[src/fpq_pkg.sv]
// Constants and types of the flash protect and query host controller
// Behaviour
// - Lock uses enter sequence then protect procedure; the controller has no lock command
// - Host exits secured region before main array access; the controller rejects READ/WRITE outside the first sector while secured
// - Reset command ends query mode
// - Write only with select, strobe low, output-enable high
package fpq_pkg;
	localparam int APB_AW = 8;
	localparam logic [7:0] OFS_CTRL = 8'h00;
	localparam logic [7:0] OFS_ADDR = 8'h04;
	localparam logic [7:0] OFS_WDATA = 8'h08;
	localparam logic [7:0] OFS_RDATA = 8'h0c;
	localparam logic [7:0] OFS_STATUS = 8'h10;
	localparam logic [7:0] OFS_PINCTRL = 8'h14;
	localparam logic [3:0] PINCTRL_RST = 4'h9;
	localparam int PIN_VID = 0;
	localparam int PIN_WPN = 1;
	localparam int PIN_RSTN = 3;
	localparam int ST_BUSY = 0;
	localparam int ST_DONE = 1;
	localparam int ST_REJ = 2;
	localparam int ST_SEC = 3;
	localparam int ST_QRY = 4;
	localparam int FA_W = 22;
	localparam int FD_W = 16;
	localparam logic [6:0] FIRST_SECTOR_HI = 7'h00;
	localparam int CLK_MHZ = 10;
	localparam int T_WP_NS = 35;
	localparam int T_ACC_NS = 90;
	localparam int WP_CYC = (T_WP_NS * CLK_MHZ + 999) / 1000;
	localparam int ACC_CYC = (T_ACC_NS * CLK_MHZ + 999) / 1000;
	localparam int SYNC_CYC = 2;
	localparam logic [3:0] RD_WAIT = 4'(ACC_CYC + SYNC_CYC);
	localparam logic [3:0] WP_WAIT = 4'(WP_CYC);
	localparam logic [10:0] A_UNLK1 = 11'h555;
	localparam logic [10:0] A_UNLK2 = 11'h2aa;
	localparam logic [10:0] A_QUERY = 11'h055;
	localparam logic [7:0] D_UNLK1 = 8'haa;
	localparam logic [7:0] D_UNLK2 = 8'h55;
	localparam logic [7:0] D_SEC_ENTER = 8'h88;
	localparam logic [7:0] D_SEC_EXIT1 = 8'h90;
	localparam logic [7:0] D_SEC_EXIT2 = 8'h00;
	localparam logic [7:0] D_QUERY = 8'h98;
	localparam logic [7:0] D_RESET = 8'hf0;
	typedef enum logic [2:0] {
		CMD_WRITE, CMD_READ, CMD_SEC_ENTER, CMD_SEC_EXIT, CMD_QUERY,
		CMD_RESET
	} fpq_cmd_t;
endpackage

[src/fpq_bus_if.sv]
// Request and answer link between sequencer and bus cycle engine
`timescale 1ns/100ps
`default_nettype none
interface fpq_bus_if;
	logic req;
	logic wr;
	logic [21:0] addr;
	logic [15:0] wdata;
	logic ack;
	logic [15:0] rdata;
	modport ctl (output req, output wr, output addr, output wdata,
		input ack, input rdata);
	modport eng (input req, input wr, input addr, input wdata,
		output ack, output rdata);
endinterface // fpq_bus_if
`default_nettype wire

[src/fpq_cycle.sv]
// Asynchronous flash bus cycle engine: one read or write per request
`timescale 1ns/100ps
`default_nettype none
module fpq_cycle import fpq_pkg::*; (
	input wire logic clk_in,
	input wire logic arst_n_in,
	fpq_bus_if.eng bus,
	input wire logic [15:0] dq_in,
	output logic [21:0] addr_out,
	output logic [15:0] dq_out,
	output logic dq_oe_out,
	output logic ce_n_out,
	output logic oe_n_out,
	output logic we_n_out
);
	typedef enum logic [2:0] {
		E_IDLE, E_SETUP, E_STROBE, E_HOLD, E_RDWAIT, E_DONE
	} fpq_eng_t;
	fpq_eng_t st_r, st_nxt;
	logic [3:0] cnt_r, cnt_nxt;
	logic [15:0] dq_s1_r, dq_s2_r;
	logic [21:0] addr_r, addr_nxt;
	logic [15:0] dq_r, dq_nxt, rd_r, rd_nxt;
	logic oe_en_r, oe_en_nxt, ce_r, ce_nxt, oe_r, oe_nxt, we_r, we_nxt;
	logic ack_r, ack_nxt;

	always_comb begin
		st_nxt = st_r;
		cnt_nxt = cnt_r;
		addr_nxt = addr_r;
		dq_nxt = dq_r;
		rd_nxt = rd_r;
		oe_en_nxt = oe_en_r;
		ce_nxt = ce_r;
		oe_nxt = oe_r;
		we_nxt = we_r;
		ack_nxt = 1'b0;
		case (st_r)
			E_IDLE: begin
				if (bus.req) begin
					addr_nxt = bus.addr;
					ce_nxt = 1'b0;
					if (bus.wr) begin
						dq_nxt = bus.wdata;
						oe_en_nxt = 1'b1;
						oe_nxt = 1'b1;
						st_nxt = E_SETUP;
					end else begin
						oe_nxt = 1'b0;
						cnt_nxt = RD_WAIT;
						st_nxt = E_RDWAIT;
					end
				end
			end
			E_SETUP: begin
				we_nxt = 1'b0;
				cnt_nxt = WP_WAIT;
				st_nxt = E_STROBE;
			end
			E_STROBE: begin
				if (cnt_r <= 4'h1) begin
					we_nxt = 1'b1;
					st_nxt = E_HOLD;
				end else begin
					cnt_nxt = cnt_r - 4'h1;
				end
			end
			E_HOLD: begin
				ce_nxt = 1'b1;
				oe_en_nxt = 1'b0;
				ack_nxt = 1'b1;
				st_nxt = E_DONE;
			end
			E_RDWAIT: begin
				if (cnt_r <= 4'h1) begin
					rd_nxt = dq_s2_r;
					ce_nxt = 1'b1;
					oe_nxt = 1'b1;
					ack_nxt = 1'b1;
					st_nxt = E_DONE;
				end else begin
					cnt_nxt = cnt_r - 4'h1;
				end
			end
			E_DONE: st_nxt = E_IDLE;
			default: st_nxt = E_IDLE;
		endcase
	end

	always_ff @(posedge clk_in or negedge arst_n_in) begin
		if (!arst_n_in) begin
			st_r <= E_IDLE;
			cnt_r <= 4'h0;
			addr_r <= 22'h0;
			dq_r <= 16'h0;
			rd_r <= 16'h0;
			oe_en_r <= 1'b0;
			ce_r <= 1'b1;
			oe_r <= 1'b1;
			we_r <= 1'b1;
			ack_r <= 1'b0;
			dq_s1_r <= 16'h0;
			dq_s2_r <= 16'h0;
		end else begin
			st_r <= st_nxt;
			cnt_r <= cnt_nxt;
			addr_r <= addr_nxt;
			dq_r <= dq_nxt;
			rd_r <= rd_nxt;
			oe_en_r <= oe_en_nxt;
			ce_r <= ce_nxt;
			oe_r <= oe_nxt;
			we_r <= we_nxt;
			ack_r <= ack_nxt;
			dq_s1_r <= dq_in;
			dq_s2_r <= dq_s1_r;
		end
	end

	assign bus.ack = ack_r;
	assign bus.rdata = rd_r;
	assign addr_out = addr_r;
	assign dq_out = dq_r;
	assign dq_oe_out = oe_en_r;
	assign ce_n_out = ce_r;
	assign oe_n_out = oe_r;
	assign we_n_out = we_r;
endmodule // fpq_cycle
`default_nettype wire

[src/fpq_top.sv]
// Host controller for flash protection, secured region and query mode
//
// Local design decisions: the register addresses and the APB interface to the registers.
`timescale 1ns/100ps
`default_nettype none
module fpq_top import fpq_pkg::*; (
	input wire logic CLK_IN,
	input wire logic ARST_N_IN,
	input wire logic PSEL_IN,
	input wire logic PENABLE_IN,
	input wire logic PWRITE_IN,
	input wire logic [7:0] PADDR_IN,
	input wire logic [31:0] PWDATA_IN,
	output logic [31:0] PRDATA_OUT,
	output logic PREADY_OUT,
	output logic PSLVERR_OUT,
	output logic [21:0] FL_ADDR_OUT,
	input wire logic [15:0] FL_DQ_IN,
	output logic [15:0] FL_DQ_OUT,
	output logic FL_DQ_OE_OUT,
	output logic FL_CE_N_OUT,
	output logic FL_OE_N_OUT,
	output logic FL_WE_N_OUT,
	output logic FL_RESET_N_OUT,
	output logic FL_VID_EN_OUT,
	output logic FL_WP_N_OUT
);
	typedef enum logic [1:0] {S_IDLE, S_ISSUE, S_WAIT} fpq_seq_t;
	fpq_bus_if bus ();
	fpq_seq_t st_r, st_nxt;
	fpq_cmd_t cmd_r, cmd_nxt;
	logic [1:0] step_r, step_nxt;
	logic [21:0] addr_r, addr_nxt;
	logic [15:0] wdata_r, wdata_nxt, rdata_r, rdata_nxt;
	logic [3:0] pin_r, pin_nxt;
	logic done_r, done_nxt, rej_r, rej_nxt, sec_r, sec_nxt, qry_r, qry_nxt;
	logic req_r, req_nxt, wr_r, wr_nxt;
	logic [21:0] baddr_r, baddr_nxt;
	logic [15:0] bdata_r, bdata_nxt;
	logic [31:0] prdata_r, prdata_nxt;
	logic pready_r, pready_nxt, pslverr_r, pslverr_nxt;
	logic setup, wr_acc, hit;
	logic [10:0] s_a;
	logic [7:0] s_d;
	logic s_last;

	// Address, data and end of each step of a command sequence
	always_comb begin
		s_a = A_UNLK1;
		s_d = D_UNLK1;
		s_last = 1'b0;
		case (cmd_r)
			CMD_SEC_ENTER, CMD_SEC_EXIT: begin
				if (step_r == 2'd1) begin
					s_a = A_UNLK2;
					s_d = D_UNLK2;
				end else if (step_r == 2'd2) begin
					s_d = (cmd_r == CMD_SEC_ENTER) ? D_SEC_ENTER
						: D_SEC_EXIT1;
					s_last = (cmd_r == CMD_SEC_ENTER);
				end else if (step_r == 2'd3) begin
					s_d = D_SEC_EXIT2;
					s_last = 1'b1;
				end
			end
			CMD_QUERY: begin
				s_a = A_QUERY;
				s_d = D_QUERY;
				s_last = 1'b1;
			end
			CMD_RESET: begin
				s_d = D_RESET;
				s_last = 1'b1;
			end
			default: s_last = 1'b1;
		endcase
	end

	assign setup = PSEL_IN && !PENABLE_IN;
	assign wr_acc = PSEL_IN && PENABLE_IN && pready_r && PWRITE_IN;
	assign hit = (PADDR_IN == OFS_CTRL) || (PADDR_IN == OFS_ADDR)
		|| (PADDR_IN == OFS_WDATA) || (PADDR_IN == OFS_RDATA)
		|| (PADDR_IN == OFS_STATUS) || (PADDR_IN == OFS_PINCTRL);

	always_comb begin
		st_nxt = st_r;
		cmd_nxt = cmd_r;
		step_nxt = step_r;
		addr_nxt = addr_r;
		wdata_nxt = wdata_r;
		rdata_nxt = rdata_r;
		pin_nxt = pin_r;
		done_nxt = done_r;
		rej_nxt = rej_r;
		sec_nxt = sec_r;
		qry_nxt = qry_r;
		req_nxt = req_r;
		wr_nxt = wr_r;
		baddr_nxt = baddr_r;
		bdata_nxt = bdata_r;
		prdata_nxt = prdata_r;
		pready_nxt = 1'b0;
		pslverr_nxt = 1'b0;
		// Register bus: answer prepared in setup, taken in access
		if (setup) begin
			pready_nxt = 1'b1;
			pslverr_nxt = !hit;
			prdata_nxt = 32'h0;
			if (PADDR_IN == OFS_ADDR) begin
				prdata_nxt = {10'h0, addr_r};
			end else if (PADDR_IN == OFS_WDATA) begin
				prdata_nxt = {16'h0, wdata_r};
			end else if (PADDR_IN == OFS_RDATA) begin
				prdata_nxt = {16'h0, rdata_r};
			end else if (PADDR_IN == OFS_STATUS) begin
				prdata_nxt = {27'h0, qry_r, sec_r, rej_r, done_r,
					(st_r != S_IDLE)};
			end else if (PADDR_IN == OFS_PINCTRL) begin
				prdata_nxt = {28'h0, pin_r};
			end
		end
		if (wr_acc) begin
			if (PADDR_IN == OFS_ADDR) begin
				addr_nxt = PWDATA_IN[21:0];
			end else if (PADDR_IN == OFS_WDATA) begin
				wdata_nxt = PWDATA_IN[15:0];
			end else if (PADDR_IN == OFS_PINCTRL) begin
				pin_nxt = PWDATA_IN[3:0];
			end else if (PADDR_IN == OFS_STATUS) begin
				if (PWDATA_IN[ST_DONE]) done_nxt = 1'b0;
				if (PWDATA_IN[ST_REJ]) rej_nxt = 1'b0;
			end else if (PADDR_IN == OFS_CTRL) begin
				if (st_r != S_IDLE || PWDATA_IN[2:0] > 3'(CMD_RESET)) begin
					rej_nxt = 1'b1;
				end else if (sec_r && PWDATA_IN[2:0] <= 3'(CMD_READ)
					&& addr_r[21:15] != FIRST_SECTOR_HI) begin
					rej_nxt = 1'b1;
				end else begin
					cmd_nxt = fpq_cmd_t'(PWDATA_IN[2:0]);
					step_nxt = 2'd0;
					st_nxt = S_ISSUE;
				end
			end
		end
		// Reset pin low returns the device to main array mapping and ends query mode
		if (!pin_r[PIN_RSTN]) begin
			sec_nxt = 1'b0;
			qry_nxt = 1'b0;
		end
		case (st_r)
			S_ISSUE: begin
				req_nxt = 1'b1;
				wr_nxt = (cmd_r != CMD_READ);
				baddr_nxt = {11'h0, s_a};
				bdata_nxt = {8'h0, s_d};
				if (cmd_r == CMD_WRITE || cmd_r == CMD_READ) begin
					baddr_nxt = addr_r;
					bdata_nxt = wdata_r;
				end
				st_nxt = S_WAIT;
			end
			S_WAIT: begin
				if (bus.ack) begin
					req_nxt = 1'b0;
					if (cmd_r == CMD_READ) rdata_nxt = bus.rdata;
					if (s_last) begin
						done_nxt = 1'b1;
						st_nxt = S_IDLE;
						if (cmd_r == CMD_SEC_ENTER) sec_nxt = 1'b1;
						if (cmd_r == CMD_SEC_EXIT) sec_nxt = 1'b0;
						if (cmd_r == CMD_QUERY) qry_nxt = 1'b1;
						if (cmd_r == CMD_RESET) qry_nxt = 1'b0;
					end else begin
						step_nxt = step_r + 2'd1;
						st_nxt = S_ISSUE;
					end
				end
			end
			default: st_nxt = st_nxt;
		endcase
	end

	always_ff @(posedge CLK_IN or negedge ARST_N_IN) begin
		if (!ARST_N_IN) begin
			st_r <= S_IDLE;
			cmd_r <= CMD_WRITE;
			step_r <= 2'd0;
			addr_r <= 22'h0;
			wdata_r <= 16'h0;
			rdata_r <= 16'h0;
			pin_r <= PINCTRL_RST;
			done_r <= 1'b0;
			rej_r <= 1'b0;
			sec_r <= 1'b0;
			qry_r <= 1'b0;
			req_r <= 1'b0;
			wr_r <= 1'b0;
			baddr_r <= 22'h0;
			bdata_r <= 16'h0;
			prdata_r <= 32'h0;
			pready_r <= 1'b0;
			pslverr_r <= 1'b0;
		end else begin
			st_r <= st_nxt;
			cmd_r <= cmd_nxt;
			step_r <= step_nxt;
			addr_r <= addr_nxt;
			wdata_r <= wdata_nxt;
			rdata_r <= rdata_nxt;
			pin_r <= pin_nxt;
			done_r <= done_nxt;
			rej_r <= rej_nxt;
			sec_r <= sec_nxt;
			qry_r <= qry_nxt;
			req_r <= req_nxt;
			wr_r <= wr_nxt;
			baddr_r <= baddr_nxt;
			bdata_r <= bdata_nxt;
			prdata_r <= prdata_nxt;
			pready_r <= pready_nxt;
			pslverr_r <= pslverr_nxt;
		end
	end

	assign bus.req = req_r;
	assign bus.wr = wr_r;
	assign bus.addr = baddr_r;
	assign bus.wdata = bdata_r;

	fpq_cycle u_cycle (
		.clk_in(CLK_IN),
		.arst_n_in(ARST_N_IN),
		.bus(bus),
		.dq_in(FL_DQ_IN),
		.addr_out(FL_ADDR_OUT),
		.dq_out(FL_DQ_OUT),
		.dq_oe_out(FL_DQ_OE_OUT),
		.ce_n_out(FL_CE_N_OUT),
		.oe_n_out(FL_OE_N_OUT),
		.we_n_out(FL_WE_N_OUT)
	);

	assign PRDATA_OUT = prdata_r;
	assign PREADY_OUT = pready_r;
	assign PSLVERR_OUT = pslverr_r;
	assign FL_RESET_N_OUT = pin_r[PIN_RSTN];
	assign FL_VID_EN_OUT = pin_r[PIN_VID];
	assign FL_WP_N_OUT = pin_r[PIN_WPN];
endmodule // fpq_top
`default_nettype wire

[config.mk]
export PLATFORM = sky130hd
export DESIGN_NAME = fpq_top
export DESIGN_NICKNAME = d
export VERILOG_FILES = /design/src/fpq_pkg.sv /design/src/fpq_bus_if.sv /design/src/fpq_cycle.sv /design/src/fpq_top.sv
export SDC_FILE = /design/constraint.sdc
export NUM_CORES = 1
export LEC_CHECK = 0
export BUFFER_PORTS_ARGS = -buffer_cell sky130_fd_sc_hd__buf_2
export CAP_MARGIN = 10
export CORE_ASPECT_RATIO = 1.4
export CORE_UTILIZATION = 42
export CTS_BUF_LIST = sky130_fd_sc_hd__clkbuf_8 sky130_fd_sc_hd__clkbuf_16
export CTS_CLUSTER_SIZE = 12
export DETAILED_ROUTE_END_ITERATION = 10
export PLACE_DENSITY_LB_ADDON = 0.05
export SYNTH_ARGS = -nofsm -noshare
export SYNTH_HDL_FRONTEND = slang
export SYNTH_SLANG_ARGS = --single-unit
[constraint.sdc]
create_clock -name CLK_IN -period 4.5 [get_ports CLK_IN]
set_input_delay 0.9 -clock CLK_IN [delete_from_list [all_inputs] [get_ports CLK_IN]]
set_output_delay 0.9 -clock CLK_IN [all_outputs]
set_load 0.01 [all_outputs]
**Yosys cells after proc, flatten, opt, wreduce, memory -nomap -nowiden**

Cells that the tools add are included.

- Add/sub/neg operators: 2
- Equal/unequal tests: 28
- Order comparisons: 3
- Muxes and demuxes: 91
- Bitwise logic cells: 6
- Reduce and logical (&&, ||, !) cells: 46

Operator list:

| operator | number |
|---|---|
| 2-to-1 mux 16 bit | 3 |
| 2-to-1 mux 22 bit | 2 |
| 2-to-1 mux 1 bit | 41 |
| 2-to-1 mux 2 bit | 20 |
| 2-to-1 mux 8 bit | 3 |
| case mux 8 bit (3 select lines) | 1 |
| case mux 11 bit (2 select lines) | 1 |
| AND reduction 3 bit | 7 |
| == test 8 x 4 -> 1 bit, second input constant | 2 |
| == test 8 x 5 -> 1 bit, second input constant | 2 |
| 2-to-1 mux 4 bit | 4 |
| case mux 3 bit (5 select lines) | 1 |
| == test 3 x 2 -> 1 bit, second input constant | 4 |
| 2-to-1 mux 3 bit | 4 |
| case mux 4 bit (3 select lines) | 1 |
| nonzero test 2 bit | 6 |
| 2-to-1 mux 11 bit | 1 |
| 2-to-1 mux 5 bit | 2 |
| inequality test 2 bit, second input constant | 5 |
| case mux 1 bit (2 select lines) | 5 |
| AND reduction 2 bit | 5 |
| == test 3 bit, second input constant | 3 |
| nonzero test 3 bit | 3 |
| == test 8 x 3 -> 1 bit, second input constant | 1 |
| 23 further kinds | 49 |

- Word-level logic and storage cells: 206
- Register bits after elaboration: 241
- Output and inout bits: 79
- Input port bits: 61

**Longest topological paths before layout**

Gate-level depths: netlist of the first run.

- Depth after elaboration: 14
- Gate-level depth with buffers: 7
- Gate-level depth less buffers: 6

**By module**

Synthesis of the first run repeated with hierarchy kept, for this count alone.

- Cells, all modules: 760
- Area, all modules: 9855.7 µm²

By module, submodules not included:

| module | seq. area each (µm²) | area an instance (µm²) | times used | cells each |
|---|---|---|---|---|
| fpq_top | 3330.7 | 6301.0 | 1 | 538 |
| fpq_cycle | 2456.1 | 3554.7 | 1 | 222 |

**Least setup slack after synthesis of the first run**

OpenSTA, ideal clock, no wires.

- Path kind: input -> register
- Start: in PADDR_IN[5]
- End: reg wdata_r[10]
- Path buffers: 1
- Setup slack: 2145 ps
- Required time: 4375 ps
- Arrival: 2230 ps
- Stages: 5
- Library setup time: 125 ps
- Path through: or4_4 > nor2_8 > nand3_4 > buf_6 > mux2_4

- Longest elaborated chain between the ends: 3
- Elaborated cells on any way between the ends: 4
- Classes of those cells: eq/ne (2); bitwise (1); reduce/logical (1)

Ends and longest elaborated chain:

| item | RTL line | text |
|---|---|---|
| start: declaration | fpq_top.sv:12 | `input wire logic [7:0] PADDR_IN,` |
| == test 8 x 3 -> 1 bit | fpq_top.sv:123 | `if (PADDR_IN == OFS_ADDR) begin` |
| inverter 1 bit (no source line) | n/a |  |
| AND reduction 3 bit (no source line) * | n/a |  |
| end signal: assignment | fpq_top.sv:208 | `wdata_r <= wdata_nxt;` |
| end: declaration | fpq_top.sv:34 | `logic [15:0] wdata_r, wdata_nxt, rdata_r, rdata_nxt;` |

Mark *: on every way between the ends. The rest lies on a longest branch, timed or not.
A chain may end at the register's enable or synchronous reset.

**Worst setup path after layout of the first run**

- Start: in PENABLE_IN
- End: reg prdata_r[12], in the netlist PRDATA_OUT[12]

- Longest elaborated chain between the ends: 2

Ends and longest elaborated chain:

| item | RTL line | text |
|---|---|---|
| start: declaration | fpq_top.sv:10 | `input wire logic PENABLE_IN,` |
| zero test 1 bit | fpq_top.sv:79 | `assign setup = PSEL_IN && !PENABLE_IN;` |
| logical AND 1 bit | fpq_top.sv:79 |  |
| end signal: assignment | fpq_top.sv:219 | `prdata_r <= prdata_nxt;` |
| end: declaration | fpq_top.sv:40 | `logic [31:0] prdata_r, prdata_nxt;` |

Every way passes these cells.

==> results of run 1 <==
[worst paths after layout]
check                                                end  slack [ps]  depth (start not counted)
max                           PRDATA_OUT[12]$_DFFE_PN0P_        1890                          5
min reg2reg                u_cycle.dq_s2_r[10]$_DFF_PN0_         350                          0
min                        u_cycle.dq_s2_r[10]$_DFF_PN0_         350                          0
max reg2reg                         cmd_r[1]$_DFFE_PN0P_        2020                          4
max in group asynchronous   u_cycle.ce_n_out$_DFFE_PN1P_        2870                          2
min in group asynchronous  u_cycle.dq_oe_out$_DFFE_PN0P_         440                          1
[critical path: stages]
cell and delay, ps:
buf_2 110, nand2b_1 550, inv_1 610, nand2_1 390, o41ai_2 450
[registers in the layout (all words and copies together) (netlist names), 2 cells and up]
register           count
wdata_r               16
PRDATA_OUT            22
baddr_r               22
u_cycle.dq_s2_r       16
u_cycle.cnt_r          4
bdata_r               16
pin_r                  4
u_cycle.bus.rdata     16
rdata_r               16
addr_r                22
u_cycle.dq_s1_r       16
step_r                 2
u_cycle.addr_out      22
st_r                   2
u_cycle.dq_out        16
u_cycle.st_r           3
cmd_r                  3
[routing by layer]
layer / track usage / part of all wire / vias to the layer above / wire [µm]
met1: 0.261 / 0.46 / 3074 / 9690
li1: - / - / 2943 / -
met4: 0.0581 / 0.024 / 0 / 512
met5: 0 / 0 / - / 0
met3: 0.0228 / 0.037 / 37 / 794
met2: 0.300 / 0.48 / 145 / 10200
[cell usage in the layout (no fill, tap or decap), types with 5 or more instances in the layout]
master     netlist  routed
o21ai_0         56      56
nand2b_1        10      10
clkbuf_16        0      25
nand2_1         46      46
o221ai_1         6       6
a21o_1          10      10
mux2_2         112     112
nand4_1          5       5
inv_1           38      48
a31oi_1          6       6
dfrtp_1        226     226
nor2_1          35      35
dfstp_2          5       5
buf_4           11       5
nand3_1         22      22
a21oi_1         32      32
buf_2            8     118
mux2_4          10      10
nor2b_1         11      11
ha_1            12      11
conb_1           1      10
[power by group through the flow]
stage / combinational, mW / sequential [mW] / clock, mW
6_report: 0.657 / 2.37 / 1.80
5_1_grt: 0.733 / 2.39 / 1.94
4_1_cts: 0.671 / 2.37 / 1.86
3_5_place_dp: 0.667 / 2.41 / 0
3_3_place_gp: 0.640 / 2.40 / 0
2_1_floorplan: 0.458 / 2.39 / 0
[kinds of logic after synthesis]
family                     after synthesis
AOI/OAI and AO/OA                      149
xor gates and xnor gates                 1
adders and majority gates               12
buffers and inverters                   85
DFF                                    231
muxes                                  126
other                                    1
and+or+nand+nor                        167
[through the flow]
stage | power (mW) | util | cell area [µm²] | hold slack [ps]
2_1_floorplan | 2.85 | - | 9680 | 331
3_3_place_gp | 3.04 | 0.465 | 10500 | 332
3_5_place_dp | 3.08 | 0.465 | 10500 | 336
4_1_cts | 4.91 | 0.496 | 11200 | 349
5_1_grt | 5.07 | 0.496 | 11200 | 354
6_report | 4.83 | 0.496 | 11200 | 346
[final cells by class]
cell class	count	share of cell area
Sequential cell	231	0.518
Multi-Input combinational cell	465	0.313
Timing Repair Buffer	125	0.0594
Clock buffer	27	0.0585
Tap cell	301	0.0337
Inverter	38	0.0128
Clock inverter	12	0.00459
==> results.md, run 1 <==
* Simple-gate share of the synthesized area at 0.0917
* Synth area leader: dfrtp_1
* Setup crit start kind: input port
* Sequential fraction of design power at 0.491
* Vias at 6199
* Critical R2R Launch: addr_r[17]$_DFFE_PN0P_
* Yosys reg bits at 231
* Max-cap viol count at 0
* Hold Vio Cnt, Final at 0
* Top Ports at 140
* CTS buffer count at 24
* Final min period at 2610 ps
* Synth Area in Adders at 0.0156
* Fill cells at 2068
* Syn-to-layout area delta at 15.9%
* CTS tree: yes
* Logic pwr share at 0.136
* Switching share of power at 0.253
* Final setup viols at 0
* Hold_buf cts at 0
* First-pass GRT wire length at 34.2 mm
* Synth Area in XOR/XNOR at 0.000908
* Netlist cell types at 64
* Min-Delay Path Class: reg -> reg
* Clock Path Buffers at 3
* Starting Density at 0.428
* Placement Setup Slack at 1340 ps
* Total clock sinks at 231
* Register area at 5790 µm²
* Dominant synthesized flop cell: dfrtp_1
* Nets@finish at 958
* H-tree lvl count at 1
* Most frequent cell after synthesis: dfrtp_1
* Avg WL per Cell at 17.7 µm
* YS warnings at 0
* Synth top area cells: dfrtp_1 (59%), mux2_2 (13%), o21ai_0 (2.9%)
* Leakage power total at 5.62 nW
* Clock Tree Root: clkbuf_16
* Height of the die at 181 µm
* Mux cell area share after synthesis at 0.151
* Period utilization at 0.579
* Worst-Margin Slew at 1070 ps
* Compound-gate portion of the synthesized area at 0.0999
* Gr usage total at 0.187
* Clk_skew at 11.2 ps
* Peak supply drop at 0.284 mV
* Post-Layout Cell Count at 1199
* Crit path max fanout at 22
* Mapped Cells at 772
* Largest net degree at the start of global routing at 136
* Final setup TNS at 0 ps
* First-pass detailed-route iteration total at 5
* Sequential area share after synthesis at 0.600
* RSZ-0062 raised after global routing: no
* Post-Route WL at 21.2 mm
* Cell row count at 65
* PwrDens at 432 nW/µm²
* Critical path required time at 4900 ps
* Slew Limit Fails at 0
* DRC errors left at 0
* Outcome: completed
* Arr. time, crit path at 3010 ps
* Post-CTS setup buffers at 0
* Initial antenna violation count at 0
* DP HPWL at 15.2 mm
* Post_cts resized at 0
* CORE AREA at 22500 µm²
* Worst hold start: u_cycle.dq_s1_r[10]$_DFF_PN0_
* Diodes inserted at 0
* Vias per cell at 5.17
* Die Wd at 130 µm
* CTS clk-pin slew, worst paths at 60 ps
* PnR worst setup slack at 1890 ps
* Critical path class: in -> reg
* RePlAce Congestion at 0.829
* Full die area at 23600 µm²
* EDFF count, synth at 0
* Starting DRC count in detailed routing at 278
* Clk_lat worst skew at 510 ps
* Mapped Area at 9640 µm²
* Largest family of logic cells by synthesized area: multiplexers
* Vias in the first global route at 6229
* Crit. End Element: flop
* Fraction of registers with async set/reset at 1.00
* Top cells by count, synth: dfrtp_1 (226), mux2_2 (112), o21ai_0 (56)
* GR Overflow Total at 0
* Internal at 3.61 mW
* Crit. Startpoint: PENABLE_IN
* Placed Cells at 1160
* Psw at 1.22 mW
* Port Buf Inserts at 119
* Syn Area/Cell at 12.5 µm²
* Max frequency at 0.384 GHz
* Clock power frac at 0.373
* Antenna Nets Post-Route at 0
* Ratio of cells with drive above 1 in the final layout at 0.337
* Area fraction of the dominant cell type after synthesis at 0.587
* Slew HR at 0.286
* Multi-input logic area at 3500 µm²
(Power assumes the default switching activity.)
==> run 2: changes to the inputs <==
- clock period: 4.5 -> 2.4 ns (I/O delays scaled with it)
==> results.md, run 2 (synthesis gave the netlist of run 1 again) <==
* Outcome: completed
* Total clock sinks at 231
* Most frequent cells in the layout: dfrtp_1 (226), buf_2 (118), mux2_2 (112), o21ai_0 (56), nand2_1 (46)
* Max frequency at 0.439 GHz
* First-pass GRT wire length at 34.8 mm
* Avg WL per Cell at 17.6 µm
* Peak supply drop at 0.631 mV
* CP cell instances: or4_1 -> o41ai_2 -> and4_1 -> mux2_2
* Post_cts resized at 0
* Worst-Margin Slew at 645 ps
* Top Ports at 140
* CP max stage delay at 540 ps
* CTS clk-pin slew, worst paths at 60 ps
* Cell row count at 65
* RSZ-0062 raised after global routing: no
* Final setup viols at 0
* Setup crit start kind: flop
* Critical R2R Launch: addr_r[17]$_DFFE_PN0P_
* DRC errors left at 0
* Reg-to-reg setup timing slack at 120 ps
* Arr. time, crit path at 2670 ps
* Largest net degree at the start of global routing at 59
* DP HPWL at 15.6 mm
* Critical path class: reg -> reg
* Worst hold start: FL_DQ_IN[8]
* Crit path max fanout at 4
* Diodes inserted at 0
* Min-Delay Path Class: in -> reg
* Starting DRC count in detailed routing at 361
* Full die area at 23600 µm²
* Hold path depth at 1
* Port Buf Inserts at 119
* CORE AREA at 22500 µm²
* Worst Hold End: u_cycle.dq_s1_r[8]$_DFF_PN0_
* Initial antenna violation count at 0
* Fill cells at 2039
* Antenna Nets Post-Route at 0
* Gr usage total at 0.190
* H-tree lvl count at 1
* CTS tree: yes
* Register area at 5790 µm²
* Design Area, Final at 11400 µm²
* Syn-to-layout area delta at 18.7%
* Slew HR at 0.569
* Most common cell after layout, fill and taps aside: dfrtp_1
* Die Wd at 130 µm
* Hold Vio Cnt, Final at 0
* Starting Density at 0.428
* Nets@finish at 983
* Period utilization at 0.950
* Worst path slowest cell: or4_1
* Vias in the first global route at 6369
* Leakage power total at 5.77 nW
* GR Overflow Total at 0
* RePlAce Congestion at 0.834
* Vias at 6290
* Final min period at 2280 ps
* CP delay by family, top: simple AND/OR/NAND/NOR gates
* Pwr Total at 9.22 mW
* Max-cap viol count at 0
* Final setup TNS at 0 ps
* Clock Tree Root: clkbuf_16
* Multi-input logic area at 3500 µm²
* CTS buffer count at 24
* Fin Hold WS at 59.6 ps
* PwrDens at 806 nW/µm²
* Ratio of cells with drive above 1 in the final layout at 0.357
* Critical path required time at 2790 ps
* First-pass detailed-route iteration total at 6
* Reg2Reg Depth at 4
* Reg-to-reg endpoint: cmd_r[0]$_DFFE_PN0P_
* Post-Route WL at 21.5 mm
* Vias per cell at 5.14
* Clock Path Buffers at 3
* Crit. End Element: flop
* Clk_skew at 27.0 ps
* Critical path buffers and inverters at 0
* Placed cell area at 10700 µm²
* Clk_lat worst skew at 530 ps
* Height of the die at 181 µm
* Slew Limit Fails at 0
[run 2: power breakdown]
part           total (mW)  switching (mW)  internal (mW)  leakage (nW)
Clock                3.47            1.44           2.03         0.387
Sequential           4.45           0.203           4.24          3.05
Combinational        1.30           0.660          0.640          2.32
Total                9.22            2.31           6.91          5.77
[run 2: per-stage QoR]
stage	util	cells	setup slack, ps
CTS	0.508	1223	1.92
finish	0.508	1223	120
global placement	0.475	1184	66.4
global route	0.508	1223	33.7
detailed placement	0.475	1184	39.1
floorplan	-	781	460
[run 2: worst max path at each step]
stage / from / to / slack [ps] / cells after the start
final: addr_r[17]$_DFFE_PN0P_ / cmd_r[0]$_DFFE_PN0P_ / 120 / 4
after CTS: addr_r[17]$_DFFE_PN0P_ / cmd_r[0]$_DFFE_PN0P_ / 2 / 4
after global routing: addr_r[17]$_DFFE_PN0P_ / cmd_r[0]$_DFFE_PN0P_ / 30 / 4
after floorplan: addr_r[17]$_DFFE_PN0P_ / cmd_r[0]$_DFFE_PN0P_ / 460 / 5
after detailed placement: addr_r[17]$_DFFE_PN0P_ / cmd_r[0]$_DFFE_PN0P_ / 40 / 4
after global placement: addr_r[17]$_DFFE_PN0P_ / cmd_r[1]$_DFFE_PN0P_ / 70 / 4
[run 2: what timing repair did]
| action | in CTS | in global routing |
|---|---|---|
| hold buffers | 1 | 0 |
| setup buffers | 0 | 0 |
| endpoints found under the hold margin | 47 | 0 |
[run 2: worst reg2reg max path, stage by stage (launching register included)]
cell	delay, ps
dfrtp_1	370
or4_1	540
o41ai_2	490
and4_1	390
mux2_2	350
[run 2: area by class of cell]
type                       instances  area share
sequential                       231       0.506
clock buffer                      28      0.0573
tap                              301      0.0329
inverter                          38      0.0125
clock inverter                    10     0.00678
timing repair buffer             150      0.0790
multi-input combinational        465       0.306
[run 2: per-layer routing]
| metal | GRT usage | part of all wire | vias up |
|---|---|---|---|
| met5 | 0 | 0 | - |
| met2 | 0.305 | 0.48 | 169 |
| met4 | 0.0595 | 0.024 | 0 |
| li1 | - | - | 2979 |
| met3 | 0.0269 | 0.040 | 42 |
| met1 | 0.264 | 0.45 | 3100 |
